--- src/verilog/sci_regs.vh ---
// Register offsets, field positions, resets and frame codes of the interpreter
`ifndef SCI_REGS_VH
`define SCI_REGS_VH
// APB register byte offsets
`define SCI_CTRL_OFS 8'h00
`define SCI_STAT_OFS 8'h04
`define SCI_TYPE_OFS 8'h08
`define SCI_FWC_OFS 8'h0C
`define SCI_FWS_OFS 8'h10
`define SCI_FWF_OFS 8'h14
`define SCI_PCNT_OFS 8'h18
// Control fields
`define SCI_CTRL_CAL_LSB 0
`define SCI_CTRL_CAL_MSB 2
`define SCI_CTRL_TYPED_BIT 7
`define SCI_CTRL_PLEN_LSB 8
`define SCI_CTRL_PLEN_MSB 12
`define SCI_CTRL_RST 32'h0000_1E00
// Calibration modes
`define SCI_CAL_NONE 3'h0
`define SCI_CAL_HDMI 3'h4
// Frame bytes
`define SCI_START 8'h07
`define SCI_LEAD 8'hFF
`define SCI_ACK 8'h06
`define SCI_NAK 8'h15
`define SCI_DASH 8'h2D
`define SCI_OFF 8'h00
`define SCI_ON 8'hFF
`define SCI_PKT_HDR 6'h02
// Persistent setting defaults
`define SCI_BAUD_RST 8'h00
`define SCI_BAK_RST 8'hFF
`endif

--- src/verilog/sci_cmd_top.v ---
// Serial command interpreter: frame receive, execute, reply and APB slave
`timescale 1ns/10ps
`default_nettype none
`include "sci_regs.vh"
//Behaviour
//Frames: start, FF, three letters, length, header sum, data, data sum.
//Type segment query returns three stored type characters, or nothing.
//Firmware query selector 0 controller, 1 scaler, 2 config file.
//Baud command first byte: 00 serial port, FF multidrop port.
//Baud second byte: 00 is 9600, FF is 115200, nothing else.
//Baud settings survive soft resets and default to 00.
//Baud command with one byte reads back port and rate.
//Broadcast reply byte: 00 disables, FF enables replies to broadcasts.
//New broadcast setting applies only after its own reply is sent.
//Broadcast setting persists and defaults to FF, enabled.
//Download request carries one packet number byte, 00 to FF.
//Download acknowledged only with valid data sum and packet number.
//Download reply data: packet number, dash, then packet contents.
//Download reply data never exceeds 32 bytes; code sends plen plus 2 bytes, up to 33.
//One-byte request uses active table; second byte names the table.
//Calibration mode picks table 0 to 3; none or missing table naks.
//Broadcast command without data reads the current setting.
//Bad sum or bad packet or table gives nak without data; code gives no reply at all for a bad header sum.
module sci_cmd_top #(
   parameter NTAB = 4
) (
   input wire pclk,
   input wire presetn,
   input wire psel,
   input wire penable,
   input wire pwrite,
   input wire [7:0] paddr,
   input wire [31:0] pwdata,
   output reg [31:0] prdata,
   output wire pready,
   output wire pslverr,
   input wire soft_reset,
   input wire rx_valid,
   input wire [7:0] rx_data,
   input wire rx_bcast,
   output wire rx_ready,
   output wire tx_valid,
   output wire [7:0] tx_data,
   input wire tx_ready,
   output wire [1:0] pkt_table,
   output wire [7:0] pkt_num,
   output wire [4:0] pkt_index,
   input wire [7:0] pkt_rd_data,
   output wire baud_232_fast,
   output wire baud_485_fast,
   output wire bcast_reply_en
);
   // Interpreter states
   localparam S_START = 4'h0;
   localparam S_LEAD = 4'h1;
   localparam S_C0 = 4'h2;
   localparam S_C1 = 4'h3;
   localparam S_C2 = 4'h4;
   localparam S_LEN = 4'h5;
   localparam S_HCHK = 4'h6;
   localparam S_DATA = 4'h7;
   localparam S_DCHK = 4'h8;
   localparam S_EXEC = 4'h9;
   localparam S_TX = 4'hA;
   localparam S_DONE = 4'hB;
   // Decoded commands
   localparam K_TYPE = 3'h0;
   localparam K_FW = 3'h1;
   localparam K_BAUD = 3'h2;
   localparam K_BAK = 3'h3;
   localparam K_DL = 3'h4;
   localparam K_UNK = 3'h7;

   reg [3:0] st_ff;
   reg [7:0] c0_ff, c1_ff, c2_ff;
   reg [7:0] len_ff, cnt_ff, d0_ff, d1_ff;
   reg dok_ff;
   reg [2:0] kind;
   reg [31:0] ctrl_ff, type_ff, fwc_ff, fws_ff, fwf_ff, pcnt_ff;
   reg [7:0] b232_ff, b485_ff, bak_ff, bak_new_ff;
   reg bak_pend_ff;
   reg [7:0] rcode_ff, rlen_ff, rb0_ff, rb1_ff;
   reg [1:0] tab_ff;
   reg [2:0] rkind_ff;
   reg [5:0] pos_ff;
   reg tv_ff;
   reg [7:0] td_ff;
   reg [7:0] nb;
   reg [7:0] dbyte;
   reg [31:0] fw_word;
   reg tab_ok;
   reg [1:0] tab_sel;
   reg [7:0] tab_cnt;
   wire [7:0] rx_sum, tx_sum;
   wire rx_take;
   wire tx_load;
   wire [5:0] dpos;
   wire [2:0] cal;
   wire [4:0] plen;
   wire wr_en;

   assign cal = ctrl_ff[`SCI_CTRL_CAL_MSB:`SCI_CTRL_CAL_LSB];
   assign plen = ctrl_ff[`SCI_CTRL_PLEN_MSB:`SCI_CTRL_PLEN_LSB];
   assign rx_ready = (st_ff < S_EXEC);
   assign rx_take = rx_valid && rx_ready;
   assign tx_load = (st_ff == S_TX) && (!tv_ff || tx_ready);
   assign dpos = pos_ff - 6'h07;
   assign tx_valid = tv_ff;
   assign tx_data = td_ff;
   assign baud_232_fast = (b232_ff == `SCI_ON);
   assign baud_485_fast = (b485_ff == `SCI_ON);
   assign bcast_reply_en = (bak_ff == `SCI_ON);
   assign pkt_table = tab_ff;
   assign pkt_num = rb0_ff;
   assign pkt_index = dpos[4:0] - 5'h02;

   // Header sum restarts on the start code, data sum on the first data byte
   sci_chk_acc #(.W(8)) u_rx_chk (
      .pclk(pclk),
      .presetn(presetn),
      .restart(rx_take && (st_ff == S_START ||
               (st_ff == S_DATA && cnt_ff == 8'h00))),
      .add(rx_take),
      .din(rx_data),
      .sum(rx_sum)
   );

   // Reply sum restarts at the first header byte and the first data byte
   sci_chk_acc #(.W(8)) u_tx_chk (
      .pclk(pclk),
      .presetn(presetn),
      .restart(tx_load && (pos_ff == 6'h00 || pos_ff == 6'h07)),
      .add(tx_load),
      .din(nb),
      .sum(tx_sum)
   );

   // Command letters decode
   always @* begin
      kind = K_UNK;
      if (c0_ff == 8'h56 && c1_ff == 8'h45 && c2_ff == 8'h52) begin
         kind = K_TYPE;
      end else if (c0_ff == 8'h46 && c1_ff == 8'h57 && c2_ff == 8'h56) begin
         kind = K_FW;
      end else if (c0_ff == 8'h43 && c1_ff == 8'h42 && c2_ff == 8'h52) begin
         kind = K_BAUD;
      end else if (c0_ff == 8'h42 && c1_ff == 8'h41 && c2_ff == 8'h4B) begin
         kind = K_BAK;
      end else if (c0_ff == 8'h44 && c1_ff == 8'h4C && c2_ff == 8'h4E) begin
         kind = K_DL;
      end
   end

   // Table lookup: explicit number or the one implied by calibration mode
   always @* begin
      tab_sel = d1_ff[1:0];
      tab_ok = (d1_ff < NTAB);
      if (len_ff == 8'h01) begin
         tab_sel = cal[1:0] - 2'h1;
         tab_ok = (cal != `SCI_CAL_NONE) && (cal <= `SCI_CAL_HDMI);
      end
      tab_cnt = pcnt_ff[8*tab_sel +: 8];
      tab_ok = tab_ok && (tab_cnt != 8'h00);
   end

   // Firmware word selection
   always @* begin
      case (d0_ff)
         8'h00: fw_word = fwc_ff;
         8'h01: fw_word = fws_ff;
         default: fw_word = fwf_ff;
      endcase
   end

   // Reply data byte at the current data position
   always @* begin
      case (rkind_ff)
         K_TYPE: dbyte = type_ff[8*(2-dpos[1:0]) +: 8];
         K_FW: dbyte = fw_word[8*(3-dpos[1:0]) +: 8];
         K_DL: begin
            if (dpos == 6'h00) begin
               dbyte = rb0_ff;
            end else if (dpos == 6'h01) begin
               dbyte = `SCI_DASH;
            end else begin
               dbyte = pkt_rd_data;
            end
         end
         default: dbyte = (dpos == 6'h00) ? rb0_ff : rb1_ff;
      endcase
   end

   // Next reply byte by position: header, header sum, data, data sum
   always @* begin
      case (pos_ff)
         6'h00: nb = rcode_ff;
         6'h01: nb = `SCI_LEAD;
         6'h02: nb = c0_ff;
         6'h03: nb = c1_ff;
         6'h04: nb = c2_ff;
         6'h05: nb = rlen_ff;
         6'h06: nb = tx_sum;
         default: begin
            if (dpos < rlen_ff[5:0]) begin
               nb = dbyte;
            end else begin
               nb = (rlen_ff == 8'h00) ? 8'h00 : tx_sum;
            end
         end
      endcase
   end

   // Receive, execute and transmit sequencer
   always @(posedge pclk or negedge presetn) begin
      if (!presetn) begin
         st_ff <= S_START;
         c0_ff <= 8'h00;
         c1_ff <= 8'h00;
         c2_ff <= 8'h00;
         len_ff <= 8'h00;
         cnt_ff <= 8'h00;
         d0_ff <= 8'h00;
         d1_ff <= 8'h00;
         dok_ff <= 1'b0;
         rcode_ff <= `SCI_NAK;
         rlen_ff <= 8'h00;
         rb0_ff <= 8'h00;
         rb1_ff <= 8'h00;
         tab_ff <= 2'h0;
         rkind_ff <= K_UNK;
         pos_ff <= 6'h00;
         tv_ff <= 1'b0;
         td_ff <= 8'h00;
         b232_ff <= `SCI_BAUD_RST;
         b485_ff <= `SCI_BAUD_RST;
         bak_ff <= `SCI_BAK_RST;
         bak_new_ff <= `SCI_BAK_RST;
         bak_pend_ff <= 1'b0;
      end else if (soft_reset) begin
         // Soft reset drops the frame in hand but keeps the settings
         st_ff <= S_START;
         tv_ff <= 1'b0;
         bak_pend_ff <= 1'b0;
      end else begin
         case (st_ff)
            S_START: begin
               if (rx_take && rx_data == `SCI_START) begin
                  st_ff <= S_LEAD;
               end
            end
            S_LEAD: begin
               if (rx_take) begin
                  st_ff <= (rx_data == `SCI_LEAD) ? S_C0 : S_START;
               end
            end
            S_C0: begin
               if (rx_take) begin
                  c0_ff <= rx_data;
                  st_ff <= S_C1;
               end
            end
            S_C1: begin
               if (rx_take) begin
                  c1_ff <= rx_data;
                  st_ff <= S_C2;
               end
            end
            S_C2: begin
               if (rx_take) begin
                  c2_ff <= rx_data;
                  st_ff <= S_LEN;
               end
            end
            S_LEN: begin
               if (rx_take) begin
                  len_ff <= rx_data;
                  cnt_ff <= 8'h00;
                  st_ff <= S_HCHK;
               end
            end
            S_HCHK: begin
               if (rx_take) begin
                  // A bad header sum means the frame is not trusted at all
                  if (rx_data != rx_sum) begin
                     st_ff <= S_START;
                  end else if (len_ff == 8'h00) begin
                     dok_ff <= 1'b1;
                     st_ff <= S_EXEC;
                  end else begin
                     st_ff <= S_DATA;
                  end
               end
            end
            S_DATA: begin
               if (rx_take) begin
                  if (cnt_ff == 8'h00) begin
                     d0_ff <= rx_data;
                  end
                  if (cnt_ff == 8'h01) begin
                     d1_ff <= rx_data;
                  end
                  cnt_ff <= cnt_ff + 8'h01;
                  if (cnt_ff + 8'h01 == len_ff) begin
                     st_ff <= S_DCHK;
                  end
               end
            end
            S_DCHK: begin
               if (rx_take) begin
                  dok_ff <= (rx_data == rx_sum);
                  st_ff <= S_EXEC;
               end
            end
            S_EXEC: begin
               rkind_ff <= kind;
               rcode_ff <= `SCI_NAK;
               rlen_ff <= 8'h00;
               pos_ff <= 6'h00;
               st_ff <= (rx_bcast && !bcast_reply_en) ? S_DONE : S_TX;
               case (kind)
                  K_TYPE: begin
                     if (dok_ff && len_ff == 8'h00) begin
                        rcode_ff <= `SCI_ACK;
                        rlen_ff <= ctrl_ff[`SCI_CTRL_TYPED_BIT] ?
                                   8'h03 : 8'h00;
                     end
                  end
                  K_FW: begin
                     if (dok_ff && len_ff == 8'h01 && d0_ff <= 8'h02) begin
                        rcode_ff <= `SCI_ACK;
                        rlen_ff <= 8'h04;
                     end
                  end
                  K_BAUD: begin
                     rb0_ff <= d0_ff;
                     if (dok_ff && (d0_ff == `SCI_OFF || d0_ff == `SCI_ON)
                         && (len_ff == 8'h01 || (len_ff == 8'h02 &&
                         (d1_ff == `SCI_OFF || d1_ff == `SCI_ON)))) begin
                        rcode_ff <= `SCI_ACK;
                        rlen_ff <= 8'h02;
                        if (len_ff == 8'h02) begin
                           rb1_ff <= d1_ff;
                           if (d0_ff == `SCI_OFF) begin
                              b232_ff <= d1_ff;
                           end else begin
                              b485_ff <= d1_ff;
                           end
                        end else begin
                           rb1_ff <= (d0_ff == `SCI_OFF) ?
                                     b232_ff : b485_ff;
                        end
                     end
                  end
                  K_BAK: begin
                     if (dok_ff && len_ff == 8'h00) begin
                        rcode_ff <= `SCI_ACK;
                        rlen_ff <= 8'h01;
                        rb0_ff <= bak_ff;
                     end else if (dok_ff && len_ff == 8'h01 &&
                                  (d0_ff == `SCI_OFF || d0_ff == `SCI_ON)) begin
                        rcode_ff <= `SCI_ACK;
                        rlen_ff <= 8'h01;
                        rb0_ff <= d0_ff;
                        bak_new_ff <= d0_ff;
                        bak_pend_ff <= 1'b1;
                     end
                  end
                  K_DL: begin
                     rb0_ff <= d0_ff;
                     tab_ff <= tab_sel;
                     if (dok_ff && (len_ff == 8'h01 || len_ff == 8'h02)
                         && tab_ok && d0_ff < tab_cnt) begin
                        rcode_ff <= `SCI_ACK;
                        // Data length is plen plus the two header bytes, unclipped; plen 31 gives 33
                        rlen_ff <= {3'h0, plen} + {2'h0, `SCI_PKT_HDR};
                     end
                  end
                  default: begin
                     rcode_ff <= `SCI_NAK;
                  end
               endcase
            end
            S_TX: begin
               if (tx_ready && tv_ff && !tx_load) begin
                  tv_ff <= 1'b0;
               end
               if (tx_load) begin
                  if (pos_ff == rlen_ff[5:0] + 6'h08) begin
                     tv_ff <= 1'b0;
                     st_ff <= S_DONE;
                  end else begin
                     tv_ff <= 1'b1;
                     td_ff <= nb;
                     pos_ff <= pos_ff + 6'h01;
                  end
               end
            end
            S_DONE: begin
               // Last reply byte has been accepted before the change lands
               if (bak_pend_ff) begin
                  bak_ff <= bak_new_ff;
                  bak_pend_ff <= 1'b0;
               end
               dok_ff <= 1'b0;
               st_ff <= S_START;
            end
            default: begin
               st_ff <= S_START;
            end
         endcase
      end
   end

   // APB slave: zero wait states, error on unmapped address
   assign pready = 1'b1;
   assign wr_en = psel && penable && pwrite;
   assign pslverr = psel && penable && (paddr > `SCI_PCNT_OFS ||
                    paddr[1:0] != 2'h0);

   always @(posedge pclk or negedge presetn) begin
      if (!presetn) begin
         ctrl_ff <= `SCI_CTRL_RST;
         type_ff <= 32'h0000_0000;
         fwc_ff <= 32'h0000_0000;
         fws_ff <= 32'h0000_0000;
         fwf_ff <= 32'h0000_0000;
         pcnt_ff <= 32'h0000_0000;
      end else if (wr_en) begin
         case (paddr)
            `SCI_CTRL_OFS: ctrl_ff <= {19'h0, pwdata[12:0]};
            `SCI_TYPE_OFS: type_ff <= {8'h00, pwdata[23:0]};
            `SCI_FWC_OFS: fwc_ff <= pwdata;
            `SCI_FWS_OFS: fws_ff <= pwdata;
            `SCI_FWF_OFS: fwf_ff <= pwdata;
            `SCI_PCNT_OFS: pcnt_ff <= pwdata;
            default: ctrl_ff <= ctrl_ff;
         endcase
      end
   end

   // Read mux; status shows live settings and busy
   always @* begin
      case (paddr)
         `SCI_CTRL_OFS: prdata = ctrl_ff;
         `SCI_STAT_OFS: prdata = {28'h0, (st_ff >= S_EXEC),
                                  bcast_reply_en, baud_485_fast,
                                  baud_232_fast};
         `SCI_TYPE_OFS: prdata = type_ff;
         `SCI_FWC_OFS: prdata = fwc_ff;
         `SCI_FWS_OFS: prdata = fws_ff;
         `SCI_FWF_OFS: prdata = fwf_ff;
         `SCI_PCNT_OFS: prdata = pcnt_ff;
         default: prdata = 32'h0000_0000;
      endcase
   end
endmodule // sci_cmd_top
`default_nettype wire

--- src/verilog/sci_chk_acc.v ---
// Running modulo-256 byte sum used for header and data checksums
`timescale 1ns/10ps
`default_nettype none
module sci_chk_acc #(
   parameter W = 8
) (
   input wire pclk,
   input wire presetn,
   input wire restart,
   input wire add,
   input wire [W-1:0] din,
   output wire [W-1:0] sum
);
   reg [W-1:0] acc_ff;
   reg [W-1:0] nxt_acc;

   // Restart loads the first byte so no separate clear cycle is needed
   always @* begin
      nxt_acc = acc_ff;
      if (restart) begin
         nxt_acc = din;
      end else if (add) begin
         nxt_acc = acc_ff + din;
      end
   end

   always @(posedge pclk or negedge presetn) begin
      if (!presetn) begin
         acc_ff <= {W{1'b0}};
      end else begin
         acc_ff <= nxt_acc;
      end
   end

   assign sum = acc_ff;
endmodule // sci_chk_acc
`default_nettype wire

--- config.mk ---
export PLATFORM = sky130hd
export DESIGN_NAME = sci_cmd_top
export DESIGN_NICKNAME = d
export VERILOG_FILES = /design/src/verilog/sci_cmd_top.v /design/src/verilog/sci_chk_acc.v
export VERILOG_INCLUDE_DIRS = /design/src /design/src/verilog
export SDC_FILE = /design/constraint.sdc
export NUM_CORES = 1
export LEC_CHECK = 0
export ABC_AREA = 1
export BUFFER_PORTS_ARGS = -buffer_cell sky130_fd_sc_hd__buf_2
export CAP_MARGIN = 0
export CORE_AREA = 2 2 205 207
export CTS_CLUSTER_SIZE = 12
export DETAILED_ROUTE_END_ITERATION = 10
export DIE_AREA = 0 0 207 209
export HOLD_SLACK_MARGIN = 0.1
export PLACE_DENSITY = 0.67
export SETUP_SLACK_MARGIN = 0.02
export SYNTH_ARGS = -nofsm -noshare
export SYNTH_HDL_FRONTEND = slang
export SYNTH_SLANG_ARGS = --single-unit
--- constraint.sdc ---
create_clock -name pclk -period 10.5 [get_ports pclk]
set_clock_uncertainty 0.2 [all_clocks]
set_input_delay 1.05 -clock pclk [delete_from_list [all_inputs] [get_ports pclk]]
set_output_delay 1.05 -clock pclk [all_outputs]
set_load 0.1 [all_outputs]
# == After elaboration in Yosys (flattened, before gate mapping) ==
# Index checks and enable logic that the tools add are counted.
# W data, S select, Z words.
# totals
word_cells,316
rom_bits,0
latch_bits,0
inputBits,65
ram_bits,0
register_bits,327
output_inout_bits,62
n_memories,0
# op_classes
n_bitwise,4
mux,79
n_reduce_logical,96
shifts,3
n_lt_le_gt_ge,8
eq_ne,84
n_mul,0
add_sub_neg,11
div_mod_pow,0
# op_table
cell,count
$pmux W32 S7,1
$mux W8,15
$eq A8 B7 Y1 const B,14
$shiftx A32 B33 Y8,2
$pmux W32 S2,1
$mux W4,15
$pmux W8 S7,1
$eq A8 B8 Y1 const B,6
$logic_not A8 Y1,6
$pmux W4 S11,1
$pmux W8 S5,1
$ne A3 B3 Y1 const B,12
$logic_and A1 B1 Y1,34
$pmux W8 S2,2
$reduce_and A4 Y1,8
$shiftx A32 B6 Y8,1
$mux W5,6
$pmux W6 S5,1
$eq A6 B3 Y1 const B,4
$eq A8 B1 Y1 const B,3
$eq A8 B5 Y1 const B,3
$pmux W8 S3,1
$mux W6,3
$reduce_and A3 Y1,6
54 further kinds,138

# == Longest topological paths before layout ==
# logic_depth
depth_word,12
mapped_depth,29
ltp_nobuf,29

# == Cells and area by module ==
# Synthesis repeated with hierarchy kept, for this count alone.
# unflattened
hier_cells,2443
area_unflattened_um2,18455.2
# by_module_without_submodules
module,n_inst,cells_each,area_each_um2,seq_area_each_um2
sci_cmd_top,1,2253,16973.8,7612.3
sci_chk_acc,2,95,740.7,200.2

# == Least setup slack after synthesis ==
# Ideal clock, no wire load.
# synth_timing
kind,reg2out
from,reg pos_ff[0]
to,out pkt_index[3]
setup_slack_ns,3.998
path_buffers,3
t_required_ns,9.250
arrival_ns,5.252
path_stages_with_launch,9
path_cell_list,dfrtp_1 > buf_4 > clkinv_1 > clkbuf_1 > ha_1 > buf_1 > clkinv_1 > ha_1 > xor2_1
# synth_via
elab_chain_len,2
# synth_rtl
item,line,text
"start, declared",sci_cmd_top.v:85,reg [5:0] pos_ff;
"start signal, assigned",sci_cmd_top.v:394,pos_ff <= pos_ff + 6'h01;
$sub A6 B3 Y6,sci_cmd_top.v:107,assign dpos = pos_ff - 6'h07;
$sub A5 B2 Y5,sci_cmd_top.v:115,assign pkt_index = dpos[4:0] - 5'h02;
"end, declared",sci_cmd_top.v:47,"output wire [4:0] pkt_index,"
# Every way passes these cells.

# == Final worst setup path ==
# layout_timing
from,reg pos_ff[0]
to,reg u_tx_chk.acc_ff[6] (netlist: u_tx_chk.sum[6])
# layout_via
elab_chain_len,10
elab_cells_between_ends,28
cone_classes,add/sub: 4; order compare: 1; eq/ne: 8; shift: 2; mux: 8; reduce/logical: 5
# layout_rtl
item,line,text
branches (longest 6 deep; another with $sub A6 B3 Y6),n/a,
$pmux W8 S7 (*),sci_cmd_top.v:195,case (pos_ff)
net nb[0],sci_cmd_top.v:88,reg [7:0] nb;
$add A8 B8 Y8 (*),sci_chk_acc.v:23,nxt_acc = acc_ff + din;
$mux W8 (*),sci_chk_acc.v:22,end else if (add) begin
$mux W8 (*),sci_chk_acc.v:20,if (restart) begin
"end signal, assigned",sci_chk_acc.v:29,acc_ff <= {W{1'b0}};
"end signal, assigned",sci_chk_acc.v:31,acc_ff <= nxt_acc;
"end, declared",sci_chk_acc.v:14,reg [W-1:0] acc_ff;
# Mark *: on every way through the listed nets, which the timed path passes. The select of a mux whose other input is x is not followed.
# A chain may end at the register's enable or synchronous reset.

==> impl_results.md <==
- Outcome: finished, final reports clean
- Leak pwr: slightly below 10 nW
- Vias per Instance: 5.75
- R2r setup slk: 5080 ps
- Worst hold path endpoint: len_ff[7]
- I/O Pins: 127
- CTS tree: built
- Die Wd: 207 um
- FP Rows: 75
- Post-CTS Hold Fix Bufs: 0
- Pwr Density: between 150 and 200 nW/um2
- CP max-delay cell: ha_1
- Max Slew Vio Count: 0
- Clock-pin slew on the worst setup and hold paths: about 60 ps
- Synthesized area per cell: 7.64 um2
- Routed via count: 17.6k
- Top FF cell, synth: dfrtp_1
- CP Launch Type: flip-flop
- DR iter-0 viols: 1941
- Reg2reg end: u_tx_chk.sum[6]
- Core area: 41300 um2
- Antenna viol nets, final: 0
- CTS buffer count: 39
- Synth top area share: 0.406
- Post-synth top cells: nand2_1 (672), dfrtp_1 (295), o21ai_0 (287)
- Crit-path max FO: 14
- Critical Path Max Stage Delay: just under 800 ps
- Later-pin clock latency in the skew report: 560 ps
- Clk buf depth: 3
- CP dominant cell by count: nand2_1
- GRT overflow: 0
- Tot Pwr: 3.73 mW
- Reg2Reg Depth: 22
- Total clock sinks: 319
- Post-Place Worst Slack: 5310 ps
- Ys async rst share: 1.00
- Initial antenna violation count: 4
- Final worst slack: between 5000 and 6000 ps
- TNS Setup: 0 ps
- Max cap viols: 0
- Min Hold Slack: 285 ps
- Layout area overhead: 13.7%
- Starting Density: 0.440
- CP required: 10750 ps
- Hpwl dp: 47.1 mm
- Hold Path Class: reg2reg
- Relative slew slack: 0.107
- GPL Wtd Cong: 0.950
- Most instantiated library cell after synthesis: nand2_1
- Kind of end point of the critical path: flip-flop
- Pin count of the biggest net entering global routing: 100
- Reg-to-Reg Start: pos_ff[0]
- Die Ht: 209 um
- Share of layout cells above drive strength 1: 0.128
- Number of global-route vias before repair: 16.8k
- Most area-consuming cells after synthesis: dfrtp_1 (41%), nand2_1 (14%), o21ai_0 (7.9%)
- Register area share after synthesis: 0.441
- Worst ir drop on vdd: 0.109 mV
- Total Routed Length: about 65 mm
- Cell taking the most area after synthesis: dfrtp_1
- CP top delay family: adder cells
- Max Clock Freq: between 0.15 and 0.2 GHz
- Hold_sp: len_ff[7]
- H-Tree Depth: 2
- Post-synthesis cell area: 18200 um2
- Synth Register Bits: 319
- Final period utilization: 0.516
- Wire per inst: ~21 um
- Final Setup Violations: 0
- # resized after CTS: 0
- Clock period minus worst slack: between 5000 and 6000 ps
- Final Hold Fails: 0
- Worst Path Arrival: 5670 ps
- Cells after synthesis: 2380
- Clock tree root driver cell: clkbuf_16
- Bufs and invs on worst path: 4
- Post-CTS setup buffer count: 0
- DIE AREA: approximately 43000 um2
- Worst path cell trace: clkinv_1, ha_1, ha_1, inv_1, nor2_1, o2111ai_1, inv_1, nor2_1, o21ai_0, o21bai_1, nand2_1, ha_1, fa_1, a31oi_1, nor2_1, o21ai_0, nand2_1, xor2_1, o21ai_0, inv_1, nand2_1, nand2_1
- Crit Path Category: reg2reg
- Port Buffers: 125
- Synthesized net count: 2487
- Yosys warning count: 0
- Nets: around 2.6k
- Final Core Density: 0.501
- Post-synthesis cell type count: 62
- GRT Total Usage: 0.298
- Number of synthesized flops with an enable pin: 0
- First-pass GRT wire length: approximately 100 mm
- Hold Path Depth: 2
- 1st-pass router iterations: 6
- Residual DRC: 0
- RSZ-0062 raised after global routing: no
- Worst slew pin tran: 1330 ps
[worst min-delay path, cell delays in order (launching register included)]
cell	delay, ps
dfrtp_1	340
nand2_1	50
o21ai_0	60
[per-layer routing]
layer  GRT usage  vias up  part of all wire
met5           0        -           0.00020
met4       0.153        2             0.053
met3      0.0541      189             0.088
met2       0.443      839              0.43
met1       0.415     8360              0.43
li1            -     8161                 -
[sequential cells by signal (all words and copies together), names as in the netlist, 13 cells and up]
signal   flops
fwc_ff      32
type_ff     24
fwf_ff      32
pcnt_ff     32
ctrl_ff     13
fws_ff      32
[placed cells by master (no fill, tap or decap), drive strengths merged, types with 2 or more instances in the layout]
cell	n
a21oi	82
nor4	20
nor2	155
dfrtp	295
and3	3
ha	40
xnor2	6
o2111ai	16
nand2	694
o31ai	8
nand3b	2
dfstp	24
o211ai	35
nand3	134
diode	3
fa	2
o21bai	2
clkinv	11
or2	8
a31oi	5
a221oi	29
nor3	22
o22ai	22
buf	142
o21a	2
nand4	52
clkbuf	55
a22oi	5
and2	4
inv	285
a22o	10
o21ai	302
xor2	18
bufinv	7
o221ai	7
[how the worst max path moves through the flow]
stage / start / endpoint / slack, ps / cells past startpoint
final: pos_ff[0] / u_tx_chk.sum[6] / 5080 / 22
after global routing: pos_ff[0] / u_tx_chk.sum[6] / 4690 / 26
after CTS: pos_ff[0] / u_tx_chk.sum[6] / 5270 / 22
after detailed placement: pos_ff[0] / u_tx_chk.sum[6] / 5310 / 22
after global placement: pos_ff[0] / u_tx_chk.sum[6] / 5420 / 22
after floorplan: pos_ff[0] / pkt_index[3] / 4000 / 8
[where the power goes]
part / switching (mW) / leakage, nW / internal (mW)
Combinational: 0.666 / 4.83 / 0.249
Sequential: 0.0611 / 4.19 / 1.28
Clock: 0.545 / 0.673 / 0.924
Total: 1.27 / 9.70 / 2.45
[kinds of logic (layout without fill, tap and decap cells)]
family                     after synthesis  after routing  synth area share
xor gates and xnor gates                24             24            0.0120
AOI/OAI and AO/OA                      530            530             0.172
muxes                                    1              1          0.000550
and+or+nand+nor                       1094           1094             0.266
DFF                                    319            319             0.441
buffers and inverters                  369            501            0.0791
adders and majority gates               42             42            0.0297
other                                    1              4          0.000206
[cell type report]
cell class,count,area [um2]
clock inverter,12,238
multi-input combinational,1692,8750
antenna,3,7.51
tap,539,674
clock buffer,55,1140
timing repair buffer,142,763
inverter,292,1100
fill,4091,20600
sequential,319,8010
[through the flow]
stage	instance area, um2	instances
after floorplan	18200	2380
after detailed placement	19300	2984
after CTS	20700	3051
after global routing	20700	3053
after global placement	19300	2984
final	20700	3054
No activity file was read; power rests on OpenSTA's default activity.
